$ cat config.mk
export PLATFORM = sky130hd
export DESIGN_NAME = sfx_regs
export DESIGN_NICKNAME = d
export VERILOG_FILES = /design/src/logic/sfx_pkg.sv /design/src/logic/sfx_regs.sv
export SDC_FILE = /design/constraint.sdc
export NUM_CORES = 1
export LEC_CHECK = 0
export ABC_CLOCK_PERIOD_IN_PS = 4950
export BUFFER_PORTS_ARGS = -buffer_cell sky130_fd_sc_hd__buf_2
export CAP_MARGIN = 25
export CORE_AREA = 3 3 102 104
export CTS_CLUSTER_DIAMETER = 30
export DETAILED_ROUTE_END_ITERATION = 10
export DIE_AREA = 0 0 105 107
export PLACE_DENSITY_LB_ADDON = 0.05
export SKIP_LAST_GASP = 1
export SYNTH_ARGS = -nofsm -noshare
export SYNTH_HDL_FRONTEND = slang
export SYNTH_SLANG_ARGS = --single-unit
$ cat constraint.sdc
create_clock -name CORE_CLK -period 4.95 [get_ports CORE_CLK]
set_input_delay 0.2475 -clock CORE_CLK [delete_from_list [all_inputs] [get_ports CORE_CLK]]
set_output_delay 0.2475 -clock CORE_CLK [all_outputs]
set_load 0.05 [all_outputs]
$ cat src/logic/sfx_pkg.sv
// Register map, field layout and shared types of the register-extension block
package sfx_pkg;

    // Register addresses on the core's special register bus
    localparam logic [7:0] ADDR_POWER      = 8'h87;
    localparam logic [7:0] ADDR_AUX        = 8'h8e;
    localparam logic [7:0] ADDR_WDOG       = 8'h8f;
    localparam logic [7:0] ADDR_XIC        = 8'hc0;
    localparam logic [7:0] ADDR_NIB        = 8'hd8;

    // Extra interrupt control: per source a group of four bits, source two low
    localparam int unsigned XIC_IT         = 0;
    localparam int unsigned XIC_IE         = 1;
    localparam int unsigned XIC_EX         = 2;
    localparam int unsigned XIC_PX         = 3;
    localparam int unsigned XIC_STRIDE     = 4;
    localparam int unsigned NIB_PIN_FIRST  = 2;

    // Power control bits
    localparam int unsigned PWR_POF        = 4;
    localparam int unsigned PWR_GF1        = 3;
    localparam int unsigned PWR_GF0        = 2;
    localparam int unsigned PWR_PD         = 1;
    localparam int unsigned PWR_IDL        = 0;

    // Auxiliary and watchdog control bits
    localparam int unsigned AUX_AO         = 0;
    localparam int unsigned WD_ENW         = 7;
    localparam int unsigned WD_WATCHDOG_CLEAR        = 6;
    localparam int unsigned WD_WATCHDOG_IN_IDLE        = 3;
    localparam int unsigned WD_PS_LSB      = 0;

    // Interrupt vectors and polling positions of the two extra sources
    localparam logic [7:0] VEC_TWO         = 8'h33;
    localparam logic [7:0] VEC_THREE       = 8'h3b;
    localparam logic [2:0] POLL_TWO        = 3'h5;
    localparam logic [2:0] POLL_THREE      = 3'h6;

    // Reset values
    localparam logic [7:0] XIC_RST         = 8'h00;
    localparam logic [3:0] NIB_RST         = 4'hf;
    localparam logic [2:0] PS_RST          = 3'h0;

    // Timing: oscillator periods per machine cycle, watchdog timer length
    localparam int unsigned MC_OSC_PERIODS = 12;
    localparam int unsigned WD_TIMER_BITS  = 14;
    localparam int unsigned MC_CNT_W       = 4;
    localparam int unsigned PRE_CNT_W      = 8;

    typedef struct packed {
        logic       wr;
        logic       rd;
        logic [7:0] addr;
        logic [7:0] wdata;
        logic       bit_wr;
        logic [7:0] bit_addr;
        logic       bit_val;
    } sfx_bus_req_type;

    typedef struct packed {
        logic       req;
        logic       high;
        logic [2:0] poll;
        logic [7:0] vector;
    } sfx_irq_type;

    typedef struct packed {
        logic [3:0]                 pin_meta;
        logic [3:0]                 pin_s;
        logic [3:0]                 pin_prev;
        logic [7:0]                 xic;
        logic [3:0]                 nib;
        logic                       aux_ao;
        logic                       gf1;
        logic                       gf0;
        logic                       pd;
        logic                       idle_bit;
        logic                       wd_en;
        logic                       wd_clr;
        logic                       wd_idle;
        logic [2:0]                 wd_ps;
        logic [MC_CNT_W-1:0]        mc_cnt;
        logic [PRE_CNT_W-1:0]       pre_cnt;
        logic [WD_TIMER_BITS-1:0]   wd_cnt;
        logic                       wd_rst;
        logic [1:0]                 irq_req;
        logic [1:0]                 irq_high;
        logic                       ale;
        logic [7:0]                 rdata;
    } sfx_state_type;

endpackage

$ cat src/logic/sfx_regs.sv
// Extra interrupts, nibble port, strobe suppression, power control and watchdog
`timescale 1ns/1ps
`default_nettype none

module sfx_regs #(
    parameter int unsigned MC_DIV   = sfx_pkg::MC_OSC_PERIODS,
    parameter int unsigned WD_BITS  = sfx_pkg::WD_TIMER_BITS
) (
    input  wire logic                    CORE_CLK,
    input  wire logic                    RST,
    input  wire logic                    POWER_ON,
    input  wire sfx_pkg::sfx_bus_req_type SFR_REQ,
    output logic [7:0]                   SFR_RDATA,
    input  wire logic [1:0]              IRQ_ACK,
    input  wire logic                    WAKE_IRQ,
    output sfx_pkg::sfx_irq_type         IRQ_TWO,
    output sfx_pkg::sfx_irq_type         IRQ_THREE,
    input  wire logic [3:0]              NIB_PIN_IN,
    output logic [3:0]                   NIB_PIN_OUT,
    output logic [3:0]                   NIB_PIN_OE,
    input  wire logic                    ALE_TIMING,
    input  wire logic                    EXT_ACCESS,
    output logic                         ALE_OUT,
    output logic                         IDLE_MODE,
    output logic                         POWER_DOWN,
    output logic                         WDT_RESET
);

    // Refuse sizes that the counters cannot hold
    if (MC_DIV < 1 || MC_DIV > (1 << sfx_pkg::MC_CNT_W)) begin : g_bad_mc_div
        $error("MC_DIV out of range");
    end
    if (WD_BITS < 1 || WD_BITS > sfx_pkg::WD_TIMER_BITS) begin : g_bad_wd_bits
        $error("WD_BITS out of range");
    end

    localparam logic [sfx_pkg::MC_CNT_W-1:0] MC_LAST = sfx_pkg::MC_CNT_W'(MC_DIV - 1);

    sfx_pkg::sfx_state_type s;
    sfx_pkg::sfx_state_type next_s;

    // Power flag lives outside the reset group: a warm reset must not touch it
    logic power_on_flag;
    logic por_meta;
    logic por_s;

    logic                          mc_tick;
    logic                          wd_run;
    logic                          pre_wrap;
    logic                          wd_full;
    logic [sfx_pkg::PRE_CNT_W-1:0] ratio_m1;
    logic [7:0]                    xic_w;
    logic [7:0]                    nib_w;
    logic [1:0]                    fall;
    logic                          pwr_wr;
    logic                          wd_wr;

    // Byte write or bit instruction on a bit-addressable register
    function automatic logic [7:0] sfr_upd(input logic [7:0] cur,
                                           input logic [7:0] base,
                                           input sfx_pkg::sfx_bus_req_type rq);
        logic [7:0] v;
        v = cur;
        if (rq.wr && rq.addr == base) begin
            v = rq.wdata;
        end
        if (rq.bit_wr && rq.bit_addr[7:3] == base[7:3]) begin
            v[rq.bit_addr[2:0]] = rq.bit_val;
        end
        return v;
    endfunction

    function automatic logic byte_wr(input logic [7:0] base,
                                     input sfx_pkg::sfx_bus_req_type rq);
        return rq.wr && rq.addr == base;
    endfunction

    always_comb begin
        next_s   = s;
        pwr_wr   = byte_wr(sfx_pkg::ADDR_POWER, SFR_REQ);
        wd_wr    = byte_wr(sfx_pkg::ADDR_WDOG, SFR_REQ);
        mc_tick  = (s.mc_cnt == MC_LAST);
        // Idle freezes the watchdog unless the idle-enable bit keeps it alive
        wd_run   = s.wd_en && (!s.idle_bit || s.wd_idle);
        ratio_m1 = sfx_pkg::PRE_CNT_W'((9'h002 << s.wd_ps) - 9'h001);
        pre_wrap = (s.pre_cnt == ratio_m1);
        wd_full  = &s.wd_cnt[WD_BITS-1:0];

        // Pins pass two flops before any logic; a third stage gives the edge
        next_s.pin_meta = NIB_PIN_IN;
        next_s.pin_s    = s.pin_meta;
        next_s.pin_prev = s.pin_s;

        xic_w = sfr_upd(s.xic, sfx_pkg::ADDR_XIC, SFR_REQ);
        for (int i = 0; i < 2; i++) begin
            fall[i] = s.pin_prev[sfx_pkg::NIB_PIN_FIRST + i]
                      && !s.pin_s[sfx_pkg::NIB_PIN_FIRST + i];
            if (xic_w[sfx_pkg::XIC_STRIDE * i + sfx_pkg::XIC_IT]) begin
                // Clear on service first so a coincident edge still wins
                if (IRQ_ACK[i]) begin
                    xic_w[sfx_pkg::XIC_STRIDE * i + sfx_pkg::XIC_IE] = 1'b0;
                end
                if (fall[i]) begin
                    xic_w[sfx_pkg::XIC_STRIDE * i + sfx_pkg::XIC_IE] = 1'b1;
                end
            end else begin
                xic_w[sfx_pkg::XIC_STRIDE * i + sfx_pkg::XIC_IE] =
                    !s.pin_s[sfx_pkg::NIB_PIN_FIRST + i];
            end
            next_s.irq_req[i]  = xic_w[sfx_pkg::XIC_STRIDE * i + sfx_pkg::XIC_EX]
                                 && xic_w[sfx_pkg::XIC_STRIDE * i + sfx_pkg::XIC_IE];
            next_s.irq_high[i] = xic_w[sfx_pkg::XIC_STRIDE * i + sfx_pkg::XIC_PX];
        end
        next_s.xic = xic_w;

        nib_w      = sfr_upd({4'hf, s.nib}, sfx_pkg::ADDR_NIB, SFR_REQ);
        next_s.nib = nib_w[3:0];

        if (byte_wr(sfx_pkg::ADDR_AUX, SFR_REQ)) begin
            next_s.aux_ao = SFR_REQ.wdata[sfx_pkg::AUX_AO];
        end
        // Suppressed strobe still follows the core timing during external cycles
        next_s.ale = ALE_TIMING && (!s.aux_ao || EXT_ACCESS);

        if (pwr_wr) begin
            next_s.gf1 = SFR_REQ.wdata[sfx_pkg::PWR_GF1];
            next_s.gf0 = SFR_REQ.wdata[sfx_pkg::PWR_GF0];
            next_s.pd  = SFR_REQ.wdata[sfx_pkg::PWR_PD];
            next_s.idle_bit = SFR_REQ.wdata[sfx_pkg::PWR_IDL];
        end
        // A pending request ends idle at once, even one that raced the write
        if (WAKE_IRQ || |s.irq_req) begin
            next_s.idle_bit = 1'b0;
        end

        next_s.mc_cnt = mc_tick ? '0 : s.mc_cnt + 1'b1;
        next_s.wd_rst = 1'b0;
        if (s.wd_clr && mc_tick) begin
            next_s.pre_cnt = '0;
            next_s.wd_cnt  = '0;
            next_s.wd_clr  = 1'b0;
        end else if (wd_run && mc_tick) begin
            if (pre_wrap) begin
                next_s.pre_cnt = '0;
                next_s.wd_cnt  = wd_full ? '0 : s.wd_cnt + 1'b1;
                next_s.wd_rst  = wd_full;
            end else begin
                next_s.pre_cnt = s.pre_cnt + 1'b1;
            end
        end
        if (wd_wr) begin
            next_s.wd_en   = SFR_REQ.wdata[sfx_pkg::WD_ENW];
            next_s.wd_idle = SFR_REQ.wdata[sfx_pkg::WD_WATCHDOG_IN_IDLE];
            next_s.wd_ps   = SFR_REQ.wdata[sfx_pkg::WD_PS_LSB +: 3];
            if (SFR_REQ.wdata[sfx_pkg::WD_WATCHDOG_CLEAR]) begin
                next_s.wd_clr = 1'b1;
            end
        end

        next_s.rdata = 8'h00;
        if (SFR_REQ.rd) begin
            case (SFR_REQ.addr)
                sfx_pkg::ADDR_POWER: begin
                    next_s.rdata[sfx_pkg::PWR_POF] = power_on_flag;
                    next_s.rdata[sfx_pkg::PWR_GF1] = s.gf1;
                    next_s.rdata[sfx_pkg::PWR_GF0] = s.gf0;
                    next_s.rdata[sfx_pkg::PWR_PD]  = s.pd;
                    next_s.rdata[sfx_pkg::PWR_IDL] = s.idle_bit;
                end
                sfx_pkg::ADDR_AUX: begin
                    next_s.rdata[sfx_pkg::AUX_AO] = s.aux_ao;
                end
                sfx_pkg::ADDR_WDOG: begin
                    next_s.rdata[sfx_pkg::WD_ENW]          = s.wd_en;
                    next_s.rdata[sfx_pkg::WD_WATCHDOG_CLEAR]         = s.wd_clr;
                    next_s.rdata[sfx_pkg::WD_WATCHDOG_IN_IDLE]         = s.wd_idle;
                    next_s.rdata[sfx_pkg::WD_PS_LSB +: 3]  = s.wd_ps;
                end
                sfx_pkg::ADDR_XIC: begin
                    next_s.rdata = s.xic;
                end
                sfx_pkg::ADDR_NIB: begin
                    // Reads return the pin levels, as on a pulled-up port
                    next_s.rdata = {4'h0, s.pin_s};
                end
                default: begin
                    next_s.rdata = 8'h00;
                end
            endcase
        end
    end

    always_ff @(posedge CORE_CLK or posedge RST) begin
        if (RST) begin
            s          <= '0;
            s.pin_meta <= 4'hf;
            s.pin_s    <= 4'hf;
            s.pin_prev <= 4'hf;
            s.xic      <= sfx_pkg::XIC_RST;
            s.nib      <= sfx_pkg::NIB_RST;
            s.wd_ps    <= sfx_pkg::PS_RST;
        end else begin
            s <= next_s;
        end
    end

    // Power-on detector is asynchronous to the core clock, hence the synchroniser
    always_ff @(posedge CORE_CLK) begin
        por_meta <= POWER_ON;
        por_s    <= por_meta;
        if (por_s) begin
            power_on_flag <= 1'b1;
        end else if (byte_wr(sfx_pkg::ADDR_POWER, SFR_REQ)) begin
            power_on_flag <= SFR_REQ.wdata[sfx_pkg::PWR_POF];
        end
    end

    // Open-drain style pulled-up port: drive only the zeros
    assign NIB_PIN_OUT = 4'h0;
    assign NIB_PIN_OE  = ~s.nib;
    assign SFR_RDATA   = s.rdata;
    assign ALE_OUT     = s.ale;
    assign IDLE_MODE   = s.idle_bit;
    assign POWER_DOWN  = s.pd;
    assign WDT_RESET   = s.wd_rst;
    assign IRQ_TWO     = '{req: s.irq_req[0], high: s.irq_high[0],
                           poll: sfx_pkg::POLL_TWO, vector: sfx_pkg::VEC_TWO};
    assign IRQ_THREE   = '{req: s.irq_req[1], high: s.irq_high[1],
                           poll: sfx_pkg::POLL_THREE, vector: sfx_pkg::VEC_THREE};

    chk_byte_prio: assert property (@(posedge CORE_CLK) disable iff (RST)
        byte_wr(sfx_pkg::ADDR_XIC, SFR_REQ) && !SFR_REQ.bit_wr
        |=> IRQ_TWO.high == $past(SFR_REQ.wdata[3]) && IRQ_THREE.high == $past(SFR_REQ.wdata[7]))
        else $error("priority bits do not follow byte write");

    chk_bit_enable: assert property (@(posedge CORE_CLK) disable iff (RST)
        SFR_REQ.bit_wr && SFR_REQ.bit_addr == 8'hc2 && SFR_REQ.bit_val
        && !byte_wr(sfx_pkg::ADDR_XIC, SFR_REQ) |=> s.xic[2])
        else $error("bit set at c2 did not enable source two");

    chk_edge_flag: assert property (@(posedge CORE_CLK) disable iff (RST)
        s.xic[0] && fall[0] && !SFR_REQ.wr && !SFR_REQ.bit_wr
        |=> s.xic[1] && IRQ_TWO.req == s.xic[2])
        else $error("falling edge did not raise flag");

    chk_ack_clears: assert property (@(posedge CORE_CLK) disable iff (RST)
        s.xic[4] && IRQ_ACK[1] && !fall[1] && !SFR_REQ.wr && !SFR_REQ.bit_wr |=> !s.xic[5])
        else $error("service did not clear edge flag");

    chk_level_follow: assert property (@(posedge CORE_CLK) disable iff (RST)
        !s.xic[0] && !SFR_REQ.wr && !SFR_REQ.bit_wr |=> s.xic[1] == !$past(s.pin_s[2]))
        else $error("level flag does not follow pin");

    chk_req_enable: assert property (@(posedge CORE_CLK) disable iff (RST)
        IRQ_THREE.req |-> s.xic[6] && s.xic[5])
        else $error("request without enable");

    chk_ale_quiet: assert property (@(posedge CORE_CLK) disable iff (RST)
        s.aux_ao && !EXT_ACCESS |=> !ALE_OUT)
        else $error("strobe toggled while suppressed");

    chk_wd_frozen: assert property (@(posedge CORE_CLK) disable iff (RST)
        (!s.wd_en || (s.idle_bit && !s.wd_idle)) && !s.wd_clr |=> $stable(s.wd_cnt))
        else $error("watchdog counted while stopped");

    chk_wd_clear: assert property (@(posedge CORE_CLK) disable iff (RST)
        s.wd_clr && mc_tick |=> s.wd_cnt == '0 && s.pre_cnt == '0)
        else $error("clear did not reset timer and prescaler");

    chk_mc_period: assert property (@(posedge CORE_CLK) disable iff (RST)
        mc_tick |-> ##12 mc_tick)
        else $error("machine cycle is not twelve clocks");

    chk_idle_wake: assert property (@(posedge CORE_CLK) disable iff (RST)
        s.idle_bit && WAKE_IRQ |=> !IDLE_MODE)
        else $error("interrupt did not end idle");

    chk_ack_two: assert property (@(posedge CORE_CLK) disable iff (RST)
        s.xic[0] && IRQ_ACK[0] && !fall[0] && !SFR_REQ.wr && !SFR_REQ.bit_wr |=> !s.xic[1])
        else $error("service did not clear source two flag");

    chk_edge_three: assert property (@(posedge CORE_CLK) disable iff (RST)
        s.xic[4] && fall[1] && !SFR_REQ.wr && !SFR_REQ.bit_wr |=> s.xic[5])
        else $error("falling edge did not raise source three flag");

    chk_level_three: assert property (@(posedge CORE_CLK) disable iff (RST)
        !s.xic[4] && !SFR_REQ.wr && !SFR_REQ.bit_wr |=> s.xic[5] == !$past(s.pin_s[3]))
        else $error("level flag of source three does not follow pin");

    chk_req_two: assert property (@(posedge CORE_CLK) disable iff (RST)
        IRQ_TWO.req |-> s.xic[2] && s.xic[1])
        else $error("source two request without enable");

    chk_prio_hold: assert property (@(posedge CORE_CLK) disable iff (RST)
        !SFR_REQ.wr && !SFR_REQ.bit_wr |=> $stable(IRQ_TWO.high) && $stable(IRQ_THREE.high))
        else $error("priority changed without a write");

    chk_pof_set: assert property (@(posedge CORE_CLK) disable iff (RST)
        por_s |=> power_on_flag)
        else $error("power flag not set by power-on");

    chk_pof_hold: assert property (@(posedge CORE_CLK) disable iff (RST)
        !por_s && !pwr_wr |=> $stable(power_on_flag))
        else $error("power flag changed without power-on or write");

    chk_user_flags: assert property (@(posedge CORE_CLK) disable iff (RST)
        pwr_wr |=> {s.gf1, s.gf0} == $past(SFR_REQ.wdata[3:2]))
        else $error("user flags do not follow write");

    chk_pd_enter: assert property (@(posedge CORE_CLK) disable iff (RST)
        pwr_wr && SFR_REQ.wdata[1] |=> POWER_DOWN)
        else $error("power-down bit did not enter power-down");

    chk_idle_enter: assert property (@(posedge CORE_CLK) disable iff (RST)
        pwr_wr && SFR_REQ.wdata[0] && !WAKE_IRQ && s.irq_req == 2'h0 |=> IDLE_MODE)
        else $error("idle bit did not enter idle");

    chk_port_drive: assert property (@(posedge CORE_CLK) disable iff (RST)
        byte_wr(sfx_pkg::ADDR_NIB, SFR_REQ) && !SFR_REQ.bit_wr
        |=> NIB_PIN_OE == ~$past(SFR_REQ.wdata[3:0]))
        else $error("port drive does not follow byte write");

    chk_ale_follow: assert property (@(posedge CORE_CLK) disable iff (RST)
        !s.aux_ao |=> ALE_OUT == $past(ALE_TIMING))
        else $error("strobe does not follow core timing");

    chk_wd_pulse: assert property (@(posedge CORE_CLK) disable iff (RST)
        WDT_RESET |=> !WDT_RESET)
        else $error("time-out pulse longer than one cycle");

    chk_clr_pending: assert property (@(posedge CORE_CLK) disable iff (RST)
        s.wd_clr && !mc_tick |=> s.wd_clr)
        else $error("clear bit dropped before machine cycle");

    // Watches reset itself, so it carries no disable
    chk_wd_off_reset: assert property (@(posedge CORE_CLK)
        RST |=> !s.wd_en && s.wd_cnt == '0 && s.pre_cnt == '0)
        else $error("reset did not stop and clear the watchdog");

    cov_edge_req: cover property (@(posedge CORE_CLK) disable iff (RST)
        s.xic[0] && fall[0] ##1 IRQ_TWO.req);
    cov_wd_timeout: cover property (@(posedge CORE_CLK) disable iff (RST) WDT_RESET);
    cov_ale_ext: cover property (@(posedge CORE_CLK) disable iff (RST)
        s.aux_ao && EXT_ACCESS && ALE_TIMING ##1 ALE_OUT);
    cov_idle_exit: cover property (@(posedge CORE_CLK) disable iff (RST)
        IDLE_MODE ##1 !IDLE_MODE);
    cov_wd_clear: cover property (@(posedge CORE_CLK) disable iff (RST) s.wd_clr && mc_tick);

endmodule

`default_nettype wire

==> impl_metrics.toml <==
[run_status]
outcome = "complete, no violations"

[pwr]
peakVddDrop_mv = 0.136
power_density_nw_per_um2 = 290
power_mw = 1.29
p_leak_nw = 2.13

[worst_setup_path]
start_kind = "flip-flop"
critPathMaxFanout = 14
cp-end-kind = "flip-flop"
required_ps = 5220
critPathArrivalTime_ps = 3740
r2r-start = "s[42]"
critPathLaunch = "s[42]"
r2r_slack_ps = 1480
crit_type = "reg -> reg"

[synth]
ys_ff_latch = 74
yosys-top-cells-count = "57 x dfrtp_1, 48 x nand2_1, 40 x buf_4, 32 x nor2_1, 28 x nand3_1"
synth_edf_count = 0
postSynthAreaPerCell_um2 = 9.47
synth_async_sr_flop_share_pct = 95.9
synthAdderAreaFrac_pct = 1.25
synth-simple-area-share_pct = 22.2
synth_xor_area_share_pct = 0.875
synth_top_family_by_area = "simple AND/OR/NAND/NOR gates"
synth-compound-area-share_pct = 10.7
synthMuxAreaShare_pct = 7.81
yosysUniqueCellTypes = 55
yosysTopAreaCell = "dfrtp_1"
yosysSeqAreaShare_pct = 46.3
synthTopCellsByArea = "dfrtp_1 36%, dfstp_2 9.2%, buf_4 7.5%"
syn_area_um2 = 4000
synth.top_cell.area_share_pct = 35.6
syn-instance-count = 423
synth_ff_type = "dfrtp_1"
synth.most_common_cell = "dfrtp_1"
yosys_warnings = 0

[min_path]
hold_path_class = "in -> reg"
min-delay-start = "WAKE_IRQ"

[timing]
fin_crit_sh_pct = 70.0
finalHoldViolations = 0
worst_slack_ps = 1480
tns_ps = 0
setup-violations-final = 0
fin_worst_skew_ps = 12.2
maxSlewHeadroom_pct = 17.0
period_needed_ps = 3470
tightestPinTransition_ps = 1240
max_freq_ghz = 0.288
rsz0062_at_grt = "no"
maxSlewViolCount = 0

[floorplan]
die_area_um2 = 11200
rows = 36
coreArea_um2 = 9640
io_pins = 86
chipHeight_um = 107
dieWidth_um = 105
start_util_pct = 41.5

[final_layout]
finalNetCount = 513
syn_to_final_growth_pct = 11.1
diodes = 0
fin_util_pct = 46.1
drive_gt1_share_pct = 23.0
fin_cells = 607

[detailed_routing]
drt_first_pass_iters = 4
routedWlPerCell_um = 14.6
drtAntennaViolNets = 0
via_per_inst = 4.95
drc = 0
drt_iter0_drc = 119
vias = 3005
drt_wl_total_um = 8890

[clocking]
h-tree-depth = 3
clk_path_buf_depth = 2
hold_buffers = 5
cts.clk_slew.worst_paths_ps = 70
cts_resized = 0
cts_setup_buffers = 0
clock_latency_ps = 350
cts.sinks = 74
clockRootBuffer = "clkbuf_8"
cts_tree = "yes"
numCtsBuffers = 9

[run]
drv_cap = 0

[placed_design]
place_ws_ps = 1500
placed_cells = 586
gp_congestion = 0.785
portBuffers = 59
dp_hpwl_um = 6400

[global_route]
grt_pass1_wl_um = 14300
grt_pass1_vias = 2831
track_usage_pct = 16.1
grt_max_degree = 72
overflow = 0
antenna_found_initial = 0
==> through the flow <==
| step | cell area (um2) | hold WS, ps |
|---|---|---|
| 2_1_floorplan | 4090 | 252 |
| 4_1_cts | 4450 | 53.6 |
| 6_report | 4450 | 78.0 |
| 3_3_place_gp | 4210 | 313 |
| 3_5_place_dp | 4210 | 312 |
| 5_1_grt | 4450 | 58.6 |
==> cell type report <==
class | instances | area (um2)
Inverter | 18 | 67.6
Fill cell | 942 | 5190
Timing Repair Buffer | 65 | 353
Clock inverter | 6 | 65.1
Tap cell | 133 | 166
Multi-Input combinational cell | 301 | 1810
Clock buffer | 10 | 128
Sequential cell | 74 | 1850
==> state kept, by name (all words and copies together) (netlist names) <==
register and cells:
POWER_DOWN 1, power_on_flag 1, WDT_RESET 1, SFR_RDATA 8
por_s 1, IDLE_MODE 1, IRQ_THREE 2, ALE_OUT 1
por_meta 1, s 47, next_s 8, IRQ_TWO 2
==> kinds of logic after synthesis <==
| kind of cell | count (synthesis) |
|---|---|
| flip-flops | 74 |
| AO/OA/AOI/OAI | 63 |
| adder cells (fa/ha/maj) | 4 |
| buffers and inverters | 72 |
| AND/OR/NAND/NOR | 176 |
| other | 2 |
| multiplexers | 28 |
| XOR/XNOR | 4 |
==> cells in the final DEF (no fill, tap or decap), types with 10 or more instances in the layout <==
master,synthesis,final
a21oi_1,12,12
a31oi_1,10,10
buf_2,4,59
conb_1,2,26
dfrtp_1,57,57
dfstp_2,14,14
inv_1,18,17
mux2_2,12,12
mux2i_1,14,14
nand2_1,48,48
nand3_1,28,28
nor2_1,32,32
nor3_1,12,12
o21ai_0,12,12
==> layer usage <==
layer / wire, um / share of wire (%) / track usage, %
met5: 0 / 0 / 0
met4: 63 / 0.71 / 5.44
met3: 375 / 4.2 / 3.85
met2: 3870 / 44 / 22.7
met1: 4580 / 52 / 23.9
==> worst paths after layout <==
kind                                   to  cells after the start
worst max-delay path                s[14]                      8
worst min-delay path            IDLE_MODE                      2
worst max register to register      s[14]                      8
worst min register to register      por_s                      0
max in group asynchronous           s[31]                      3
min in group asynchronous           s[39]                      3
==> critical path, cell delays in order, from the launching register on <==
cell	delay (ps)
dfrtp_1	490
or3_1	440
ha_1	320
xnor2_1	190
o21ai_0	100
nor4b_1	160
a311o_1	380
a32oi_1	1000
mux2_2	320
==> where the power goes <==
group          switching, mW  internal (mW)  total, mW
Clock                  0.235          0.234      0.469
Sequential            0.0158          0.630      0.646
Combinational          0.126         0.0483      0.174
(Power assumes the default switching activity.)
